[config.mk]
export PLATFORM = sky130hd
export DESIGN_NAME = pipe_read_requester_flat
export DESIGN_NICKNAME = d
export VERILOG_FILES = /design/src/inc/pipe_req_pkg.sv /design/src/inc/pipe_req_if.sv /design/src/rtl/pipe_read_requester.sv /design/src/flat_wrapper.sv
export SDC_FILE = /design/constraint.sdc
export NUM_CORES = 1
export LEC_CHECK = 0
export BUFFER_PORTS_ARGS = -buffer_cell sky130_fd_sc_hd__buf_2
export CAP_MARGIN = 30
export CORE_MARGIN = 1
export CORE_UTILIZATION = 46
export DETAILED_ROUTE_END_ITERATION = 8
export GPL_TIMING_DRIVEN = 0
export PLACE_DENSITY = 0.74
export SLEW_MARGIN = 30
export SYNTH_ARGS = -nofsm -noshare
export SYNTH_HDL_FRONTEND = slang
export SYNTH_SLANG_ARGS = --single-unit
[constraint.sdc]
create_clock -name CLK_SYS_IN -period 4.46 [get_ports CLK_SYS_IN]
set_input_delay 0 -clock CLK_SYS_IN [delete_from_list [all_inputs] [get_ports CLK_SYS_IN]]
set_output_delay 0 -clock CLK_SYS_IN [all_outputs]
set_load 0.02 [all_outputs]
[src/inc/pipe_req_pkg.sv]
// Shared constants for the pipelined read request link
package pipe_req_pkg;
  localparam int ADDR_W = 32;
  localparam int CMD_W = 4;
  localparam int LEN_W = 3;
  localparam int STAT_W = 3;
  localparam int LEN_LSB = 0;
  localparam int LEN_MSB = 2;
  localparam int ADDR_LSB = 3;
  localparam int ADDR_MSB = 31;
  localparam logic [STAT_W-1:0] STAT_START = 3'h7;
  localparam logic [STAT_W-1:0] STAT_IDLE = 3'h0;
  // Read command codes, active-high form; the pins carry the inverse
  localparam logic [CMD_W-1:0] CMD_READ = 4'h0;
  localparam logic [CMD_W-1:0] CMD_READ_HI = 4'h4;
  // Length field counts quadwords minus one
  localparam int QWORD_BYTES = 8;
  localparam int SPLIT_LIMIT_BYTES = 64;
  localparam int CHUNK_BYTES = 32;
  localparam logic [LEN_W-1:0] LEN_CHUNK = 3'(CHUNK_BYTES / QWORD_BYTES - 1);
  localparam int QUEUE_DEPTH = 4;
  localparam int CNT_W = 3;
  localparam int START_DELAY_MAX = 2;
  localparam int BYTES_W = 12;
  localparam logic [BYTES_W-1:0] CHUNK_BYTES_V = 12'h020;
  localparam logic [BYTES_W-1:0] LIMIT_BYTES_V = 12'h040;
  localparam logic [BYTES_W-1:0] QWORD_BYTES_V = 12'h008;
endpackage

[src/inc/pipe_req_if.sv]
// Link between the read requester and the bridge arbiter
`timescale 1ns/10ps
`default_nettype none
interface pipe_req_if;
  import pipe_req_pkg::*;
  logic bus_request_n;
  logic bus_grant_n;
  logic [STAT_W-1:0] grant_status_code;
  logic request_enqueue_strobe_n;
  logic frame_n;
  logic [ADDR_W-1:0] addr_data_bus;
  logic [CMD_W-1:0] command_byte_enable_n;
  logic addr_data_oe;
  modport requester (
    output bus_request_n,
    input bus_grant_n,
    input grant_status_code,
    output request_enqueue_strobe_n,
    output frame_n,
    output addr_data_bus,
    output command_byte_enable_n,
    output addr_data_oe
  );
  modport arbiter (
    input bus_request_n,
    output bus_grant_n,
    output grant_status_code,
    input request_enqueue_strobe_n,
    input frame_n,
    input addr_data_bus,
    input command_byte_enable_n,
    input addr_data_oe
  );
endinterface
`default_nettype wire

[src/rtl/pipe_read_requester.sv]
// Device end: queues pipelined system-memory read requests onto the link
// Notes on behaviour
// Only normal and high-priority reads issued
// Plain PCI cycles may fill gaps
// Grant status START means request permission
// At most four outstanding read requests
// Reads over 64 bytes split into 32s
// Idle bus: requests on consecutive clocks
// Break into replies via request/grant
// High priority when render nears stall
// Assert bus request before driving bus
// Arbiter grants with grant low, START
// Begin within two clocks of START
// Idle bus: begin next clock or after
// One request enqueued per strobe clock
// Address 31:3, length 2:0, command lines
// Last request: strobe with request released
// Request held with strobe: more follow
// Release strobe after request sampled high
// Enqueue until empty or slots full
// Arbiter drops grant after strobe or frame
// Requests target system memory only
// Length and command codes per standard
`timescale 1ns/10ps
`default_nettype none
module pipe_read_requester (
  input wire logic CLK_SYS_IN,
  input wire logic NRST_IN,
  pipe_req_if.requester LINK,
  input wire logic RD_VALID_IN,
  input wire logic [pipe_req_pkg::ADDR_W-1:0] RD_ADDR_IN,
  input wire logic [pipe_req_pkg::BYTES_W-1:0] RD_BYTES_IN,
  input wire logic STALL_NEAR_IN,
  input wire logic REPLY_DONE_IN,
  input wire logic [pipe_req_pkg::CNT_W-1:0] SLOTS_FREE_IN,
  output logic RD_READY_OUT,
  output logic [pipe_req_pkg::CNT_W-1:0] OUTSTANDING_OUT
);
  import pipe_req_pkg::*;

  typedef enum logic [1:0] {
    ST_IDLE = 2'b00,
    ST_REQ = 2'b01,
    ST_ENQ = 2'b10,
    ST_END = 2'b11
  } state_t;

  state_t state_reg, state_next;
  logic busy_reg, busy_next;
  logic split_reg, split_next;
  logic [ADDR_W-1:0] addr_reg, addr_next;
  logic [BYTES_W-1:0] left_reg, left_next;
  logic hi_reg, hi_next;
  logic [CNT_W-1:0] outst_reg, outst_next;
  logic [CNT_W-1:0] sent_reg, sent_next;
  logic [CNT_W-1:0] slots_reg, slots_next;
  logic breq_n_reg, breq_n_next;
  logic strobe_n_reg, strobe_n_next;
  logic oe_reg, oe_next;
  logic [ADDR_W-1:0] ad_reg, ad_next;
  logic [CMD_W-1:0] cbe_n_reg, cbe_n_next;
  logic ready_reg, ready_next;
  logic [BYTES_W-1:0] piece;
  logic [LEN_W-1:0] piece_len;
  logic start_seen;
  logic last_piece;
  logic room_after;

  // Link shares the clock; a sync stage here would break the two-clock start limit
  assign start_seen = !LINK.bus_grant_n && (LINK.grant_status_code == STAT_START); // see R03

  always_comb
  begin
    // A job over the limit goes out wholly in fixed chunks, otherwise in one piece
    if (split_reg)
      piece = CHUNK_BYTES_V;
    else
      piece = left_reg;
    piece_len = LEN_W'((piece + QWORD_BYTES_V - 12'h001) / QWORD_BYTES_V - 12'h001);
    last_piece = (left_reg <= piece);
    room_after = (sent_reg + 3'h1 < slots_reg) && (outst_reg + 3'h1 < 3'(QUEUE_DEPTH));
  end

  always_comb
  begin
    state_next = state_reg;
    busy_next = busy_reg;
    split_next = split_reg;
    addr_next = addr_reg;
    left_next = left_reg;
    hi_next = hi_reg;
    outst_next = outst_reg;
    sent_next = sent_reg;
    slots_next = slots_reg;
    breq_n_next = breq_n_reg;
    strobe_n_next = 1'b1;
    oe_next = 1'b0;
    ad_next = ad_reg;
    cbe_n_next = cbe_n_reg;
    ready_next = 1'b0;
    if (REPLY_DONE_IN && outst_reg != 3'h0)
      outst_next = outst_reg - 3'h1;
    if (!busy_reg && RD_VALID_IN && !ready_reg && state_reg == ST_IDLE)
    begin
      busy_next = 1'b1;
      ready_next = 1'b1;
      addr_next = RD_ADDR_IN;
      left_next = RD_BYTES_IN;
      split_next = (RD_BYTES_IN > LIMIT_BYTES_V);
      hi_next = STALL_NEAR_IN;
    end
    case (state_reg)
      ST_IDLE:
      begin
        // Ask for the bus whenever a slot is free, also mid reply stream
        if (busy_reg && outst_reg < 3'(QUEUE_DEPTH) && SLOTS_FREE_IN != 3'h0) // see R04
        begin
          breq_n_next = 1'b0;
          state_next = ST_REQ;
        end
      end
      ST_REQ:
      begin
        if (start_seen)
        begin
          slots_next = SLOTS_FREE_IN;
          sent_next = 3'h0;
          state_next = ST_ENQ;
        end
      end
      ST_ENQ:
      begin
        // First strobe two clocks after START appears, the latest allowed
        strobe_n_next = 1'b0; // see R11 see R12 see R13
        oe_next = 1'b1;
        ad_next = {addr_reg[ADDR_MSB:ADDR_LSB], piece_len};
        cbe_n_next = ~(hi_reg ? CMD_READ_HI : CMD_READ);
        outst_next = outst_next + 3'h1;
        sent_next = sent_reg + 3'h1;
        addr_next = addr_reg + ADDR_W'(piece);
        left_next = last_piece ? 12'h000 : left_reg - piece;
        if (last_piece || !room_after)
        begin
          breq_n_next = 1'b1;
          state_next = ST_END;
          if (last_piece)
            busy_next = 1'b0;
        end
        else
          breq_n_next = 1'b0;
      end
      ST_END:
      begin
        // Strobe and bus released the clock after the request goes high
        state_next = ST_IDLE; // see R17
      end
      default:
        state_next = ST_IDLE;
    endcase
  end

  always_ff @(posedge CLK_SYS_IN or negedge NRST_IN)
  begin
    if (!NRST_IN)
    begin
      state_reg <= ST_IDLE;
      busy_reg <= 1'b0;
      split_reg <= 1'b0;
      addr_reg <= '0;
      left_reg <= '0;
      hi_reg <= 1'b0;
      outst_reg <= '0;
      sent_reg <= '0;
      slots_reg <= '0;
      breq_n_reg <= 1'b1;
      strobe_n_reg <= 1'b1;
      oe_reg <= 1'b0;
      ad_reg <= '0;
      cbe_n_reg <= 4'hf;
      ready_reg <= 1'b0;
    end
    else
    begin
      state_reg <= state_next;
      busy_reg <= busy_next;
      split_reg <= split_next;
      addr_reg <= addr_next;
      left_reg <= left_next;
      hi_reg <= hi_next;
      outst_reg <= outst_next;
      sent_reg <= sent_next;
      slots_reg <= slots_next;
      breq_n_reg <= breq_n_next;
      strobe_n_reg <= strobe_n_next;
      oe_reg <= oe_next;
      ad_reg <= ad_next;
      cbe_n_reg <= cbe_n_next;
      ready_reg <= ready_next;
    end
  end

  assign LINK.bus_request_n = breq_n_reg;
  assign LINK.request_enqueue_strobe_n = strobe_n_reg;
  assign LINK.frame_n = 1'b1;
  assign LINK.addr_data_bus = ad_reg;
  assign LINK.command_byte_enable_n = cbe_n_reg;
  assign LINK.addr_data_oe = oe_reg;
  assign RD_READY_OUT = ready_reg;
  assign OUTSTANDING_OUT = outst_reg;
endmodule
`default_nettype wire

[src/flat_wrapper.sv]
// flat-port wrapper written by rule: the top's interface ports become plain ports
module pipe_read_requester_flat import pipe_req_pkg::*;
  (CLK_SYS_IN, NRST_IN, RD_VALID_IN, RD_ADDR_IN, RD_BYTES_IN, STALL_NEAR_IN, REPLY_DONE_IN, SLOTS_FREE_IN, RD_READY_OUT, OUTSTANDING_OUT, LINK_bus_request_n, LINK_bus_grant_n, LINK_grant_status_code, LINK_request_enqueue_strobe_n, LINK_frame_n, LINK_addr_data_bus, LINK_command_byte_enable_n, LINK_addr_data_oe);
  pipe_req_if LINK_i ();
  input wire logic CLK_SYS_IN;
  input wire logic NRST_IN;
  input wire logic RD_VALID_IN;
  input wire logic [pipe_req_pkg::ADDR_W-1:0] RD_ADDR_IN;
  input wire logic [pipe_req_pkg::BYTES_W-1:0] RD_BYTES_IN;
  input wire logic STALL_NEAR_IN;
  input wire logic REPLY_DONE_IN;
  input wire logic [pipe_req_pkg::CNT_W-1:0] SLOTS_FREE_IN;
  output logic RD_READY_OUT;
  output logic [pipe_req_pkg::CNT_W-1:0] OUTSTANDING_OUT;
  output wire logic [$bits(LINK_i.bus_request_n)-1:0] LINK_bus_request_n;
  input wire logic [$bits(LINK_i.bus_grant_n)-1:0] LINK_bus_grant_n;
  input wire logic [$bits(LINK_i.grant_status_code)-1:0] LINK_grant_status_code;
  output wire logic [$bits(LINK_i.request_enqueue_strobe_n)-1:0] LINK_request_enqueue_strobe_n;
  output wire logic [$bits(LINK_i.frame_n)-1:0] LINK_frame_n;
  output wire logic [$bits(LINK_i.addr_data_bus)-1:0] LINK_addr_data_bus;
  output wire logic [$bits(LINK_i.command_byte_enable_n)-1:0] LINK_command_byte_enable_n;
  output wire logic [$bits(LINK_i.addr_data_oe)-1:0] LINK_addr_data_oe;
  assign LINK_bus_request_n = LINK_i.bus_request_n;
  assign LINK_i.bus_grant_n = LINK_bus_grant_n;
  assign LINK_i.grant_status_code = LINK_grant_status_code;
  assign LINK_request_enqueue_strobe_n = LINK_i.request_enqueue_strobe_n;
  assign LINK_frame_n = LINK_i.frame_n;
  assign LINK_addr_data_bus = LINK_i.addr_data_bus;
  assign LINK_command_byte_enable_n = LINK_i.command_byte_enable_n;
  assign LINK_addr_data_oe = LINK_i.addr_data_oe;
  pipe_read_requester u_core (.CLK_SYS_IN(CLK_SYS_IN), .NRST_IN(NRST_IN), .LINK(LINK_i), .RD_VALID_IN(RD_VALID_IN), .RD_ADDR_IN(RD_ADDR_IN), .RD_BYTES_IN(RD_BYTES_IN), .STALL_NEAR_IN(STALL_NEAR_IN), .REPLY_DONE_IN(REPLY_DONE_IN), .SLOTS_FREE_IN(SLOTS_FREE_IN), .RD_READY_OUT(RD_READY_OUT), .OUTSTANDING_OUT(OUTSTANDING_OUT));
endmodule
# Word level (Yosys, flattened, before mapping)
# Index checks and enable logic that the tools add are counted.
classes:
  order_cmp: 5
  mux: 25
  add_sub_neg: 9
  n_eq_ne: 7
  n_bitwise: 1
  n_reduce_logical: 23
op_table:
  columns: ["operator", "n"]
  rows:
  - ["$mux 32", 2]
  - ["$mux 12", 4]
  - ["$add 32x12->32", 1]
  - ["$gt 12x7->1 const B", 1]
  - ["$le 12x12->1", 1]
  - ["$mux 3", 4]
  - ["$sub 12x12->12", 1]
  - ["$add 3x1->3 const B", 3]
  - ["$mux 1", 9]
  - ["$logic_and 1x1->1", 8]
  - ["$pmux 2 s4", 1]
  - ["$add 6x4->6 const B", 1]
  - ["$lt 3x3->1 const B", 2]
  - ["$mux 2", 3]
  - ["$pmux 3 s2", 1]
  - ["$reduce_and 2->1", 3]
  - ["$reduce_bool 2->1", 3]
  - ["$reduce_bool 3->1", 2]
  - ["$sub 3x1->3 const B", 2]
  - ["$sub 6x1->6 const B", 1]
  - ["$eq 2x2->1 const B", 2]
  - ["$logic_not 1->1", 4]
  - ["$ne 2x1->1 const B", 2]
  - ["$not 4->4", 1]
  - ["8 further kinds", 8]
totals:
  ff_bits: 98
  input_bits: 56

# Depth between registers and ports, before layout
logic_depth:
  depth_word: 8
  ltp_mapped: 12
  depth_no_buf: 10

# Worst setup path after synthesis
# Ideal clock, no wire load.
synth_timing:
  path_type: "register to register"
  start: "reg u_core.split_reg"
  end: "reg u_core.addr_reg[24]"
  synth_period_minus_slack_ns: 2.925
  path_stages_with_launch: 11
  t_required_ns: 4.323
  setup_ns: 0.137
  path_slack_ns: 1.535
  arrival_time_ns: 2.789
  cell_sequence: "dfrtp_1 > clkbuf_1 > or2_2 > ha_1 > a21o_1 > or3b_1 > o221a_2 > a41oi_2 > nor2_1 > xnor2_1 > a21oi_1"
synth_via:
  elab_chain_len: 3
synth_rtl:
  columns: ["element", "line_no", "source"]
  rows:
  - ["start, declared", "pipe_read_requester.sv:50", "logic split_reg, split_next;"]
  - ["start signal, assigned", "pipe_read_requester.sv:186", "split_reg <= split_next;"]
  - ["$mux 12", "pipe_read_requester.sv:75", "if (split_reg)"]
  - ["$add 32x12->32", "pipe_read_requester.sv:140", "addr_next = addr_reg + ADDR_W'(piece);"]
  - ["$mux 32", "pipe_read_requester.sv:112", "case (state_reg)"]
  - ["end signal, assigned", "pipe_read_requester.sv:187", "addr_reg <= addr_next;"]
  - ["end, declared", "pipe_read_requester.sv:51", "logic [ADDR_W-1:0] addr_reg, addr_next;"]
# No other way between the ends.
# A chain may end at the register's enable or synchronous reset.

# Worst setup path after layout
# Ends and elaborated chain as after synthesis.

==> reports/results.ini <==
[global_route]
grt_pass1_vias=4832
grt_overflow=0
grt_max_degree=66
grt_antenna_before_repair=0
grt_usage=0.248
grt_pass1_wl_um=24200

[worst_setup_path]
max_stage_delay_ps=540
cp_top_family=compound AO/OA/AOI/OAI gates
critPathKind=reg2reg
crit_cells=10
arrival_ps=3700
worstSetupEndpointType=flip-flop
r2r_cells=10
path_max_fanout=10
crit_path_cell_trace=clkbuf_1, or2_2, ha_1, a21o_1, or3b_1, o221a_2, a41oi_2, nor2_1, xnor2_1, a21oi_1
r2r-start=u_core.split_reg
cp-start-kind=flip-flop
worstSetupStartpoint=u_core.split_reg
slowest_stage=a41oi_2
crit_buf_inv=1
cp.required_ps=4660

[clock_network]
cts_tree=built
clock_sinks=95
cts_made_buffers=9
hold_buffers=29
htreeDepth=3
cts_resized=0
post_cts_buffers=0
cts_root_buffer=clkbuf_16
clk-insertion-delay-late_ps=340
cts.clk_slew.worst_paths_ps=60
clk_path_buf_depth=2

[timing]
post-route-period-util=0.783
rsz0062_at_grt=false
worst_pin_slew_ps=793
slew_headroom=0.472
fmax_ghz=0.286
timing.hold.ws_ps=-5.68
finalMaxSlewViolations=0
finalHoldViolCount=2
tns_ps=0
setup_viol=0
finalCriticalPeriod_ps=3490
final.setup_skew_ps=6.10
layout_setup_ws_ps=966

[finish]
n_antenna_cell=0
nets=799
area_growth_pct=23.0
fillers=996
drive_gt1_frac=0.229

[synthesis]
synth_edf_count=0
synthArstFlopShare=1.00
synthSimpleGateAreaFrac=0.170
synthXorXnorAreaFrac=0.0536
synth_ff_type=dfrtp_1
syn_avg_cell_area_sq_um=9.53
synth_seq_cells=95
netlist_area_sq_mm=0.00553
synth_top_family_by_area=simple AND/OR/NAND/NOR gates
synth_adder_area_share=0.0554
synthCells=581
ys_types=68
synth_compound_area_frac=0.148
ys_seq_area_frac=0.430
yosys_warnings=0
muxShareOfSynthArea=0.101

[drt]
drt-pass1-iter-count=8
drtIter0Drc=587
postRouteAntennaNets=0
drc=7
num_vias=4992
via_per_inst=5.76
avgRoutedWirePerCell_um=17.3
drt-total-wl_um=15000

[floorplan]
die_area_sq_mm=0.0125
placementRows=39
die_h_um=112
io-pin-count=100
chipWidth_um=112
start_util=0.479
core_sq_mm=0.0116

[placed_design]
gp_congestion=0.965
port-buffer-count=95
hpwlAfterDp_um=10700
place_ws_ps=1060

[hold_path]
hold_depth=3
hp-class=in2reg
hp-start=RD_ADDR_IN[1]

[power_and_ir_drop]
p_leak_uw=0.00314
peakVddDrop_mv=0.368
p_per_area_mw_per_mm2=663

[run_status]
violations=design-rule violations, negative hold slack
status=finished with violations

[job]
drv_cap=0

==> synth_stat cells (all sizes together) (5+ instances only) <==
| cell | n | share of area |
|---|---|---|
| xnor2 | 24 | 0.039 |
| o21ai | 40 | 0.036 |
| and3 | 15 | 0.017 |
| mux2 | 31 | 0.063 |
| nor3 | 7 | 0.0063 |
| buf | 13 | 0.013 |
| nor2 | 31 | 0.021 |
| a21o | 7 | 0.0095 |
| xor2 | 9 | 0.014 |
| a31oi | 9 | 0.010 |
| mux2i | 21 | 0.038 |
| or3 | 11 | 0.012 |
| dfrtp | 92 | 0.42 |
| clkbuf | 20 | 0.014 |
| nand2 | 81 | 0.055 |
| a21oi | 34 | 0.031 |
| ha | 22 | 0.050 |
| nor4 | 5 | 0.0057 |
| nor2b | 11 | 0.014 |
| a211oi | 5 | 0.0077 |
| nand3 | 13 | 0.012 |
| inv | 20 | 0.014 |
==> worst paths after layout <==
kind                                                             end  slack (ps)
worst max-delay path                             u_core.addr_reg[24]         970
min in group asynchronous               u_core.LINK.addr_data_bus[0]          90
worst max register to register                   u_core.addr_reg[24]         970
max in group asynchronous                  u_core.LINK.bus_request_n        3700
worst min register to register  u_core.LINK.command_byte_enable_n[2]         440
worst min-delay path                              u_core.addr_reg[1]          -6
==> through the flow <==
step           power (uW)   util  cells  instance area [sq um]
6_report             4510  0.589    867                   6810
5_1_grt              4820  0.589    867                   6810
3_3_place_gp         3590  0.536    822                   6200
4_1_cts              4510  0.589    867                   6810
2_1_floorplan        3060      -    584                   5550
3_5_place_dp         3710  0.539    823                   6230
==> kinds of logic (layout without fill, tap and decap cells) <==
family / after synthesis / in the layout
and+or+nand+nor: 193 / 193
xor gates and xnor gates: 33 / 33
DFF: 95 / 95
other: 1 / 4
AOI/OAI and AO/OA: 129 / 129
muxes: 52 / 52
adders and majority gates: 24 / 24
buffers and inverters: 54 / 194
==> per-layer routing <==
layer,global-route usage,share of wire,up-vias
li1,-,-,2330
met1,0.331,0.42,2372
met2,0.398,0.47,244
met3,0.0343,0.077,46
met4,0.123,0.030,0
met5,0,0,-
==> layout by cell type, fill, tap and decap left out, types with 11 or more instances in the layout <==
cell type and instances:
dfrtp_1 92, ha_1 22, xnor2_1 23, and3_1 15
nor2_1 31, mux2_2 31, o21ai_0 38, inv_1 20
buf_2 96, mux2i_1 21, clkbuf_1 24, dlygate4sd3_1 29
a21oi_1 33, nand2_1 81, nand3_1 13, or3_1 11
==> where the power goes <==
group / switching [uW] / internal (uW)
clock: 321 / 448
sequential: 361 / 1260
combinational: 1200 / 918
total: 1890 / 2630
==> worst reg2reg max path, stage by stage, from the launching register on <==
cell	delay [ps]
dfrtp_1	500
clkbuf_1	260
or2_2	390
ha_1	390
a21o_1	240
or3b_1	350
o221a_2	290
a41oi_2	540
nor2_1	130
xnor2_1	180
a21oi_1	80
==> layout make-up <==
class	count	area [sq um]	area share
multi-input cells	435	2940	0.431
flip-flops and latches	95	2380	0.350
repair buffers	125	800	0.117
clock buffers	14	254	0.0373
well taps	143	179	0.0263
plain buffers	33	149	0.0219
inverters	21	78.8	0.0116
clock inverters	1	30.0	0.00441
Power figures use the tool's default switching activity.
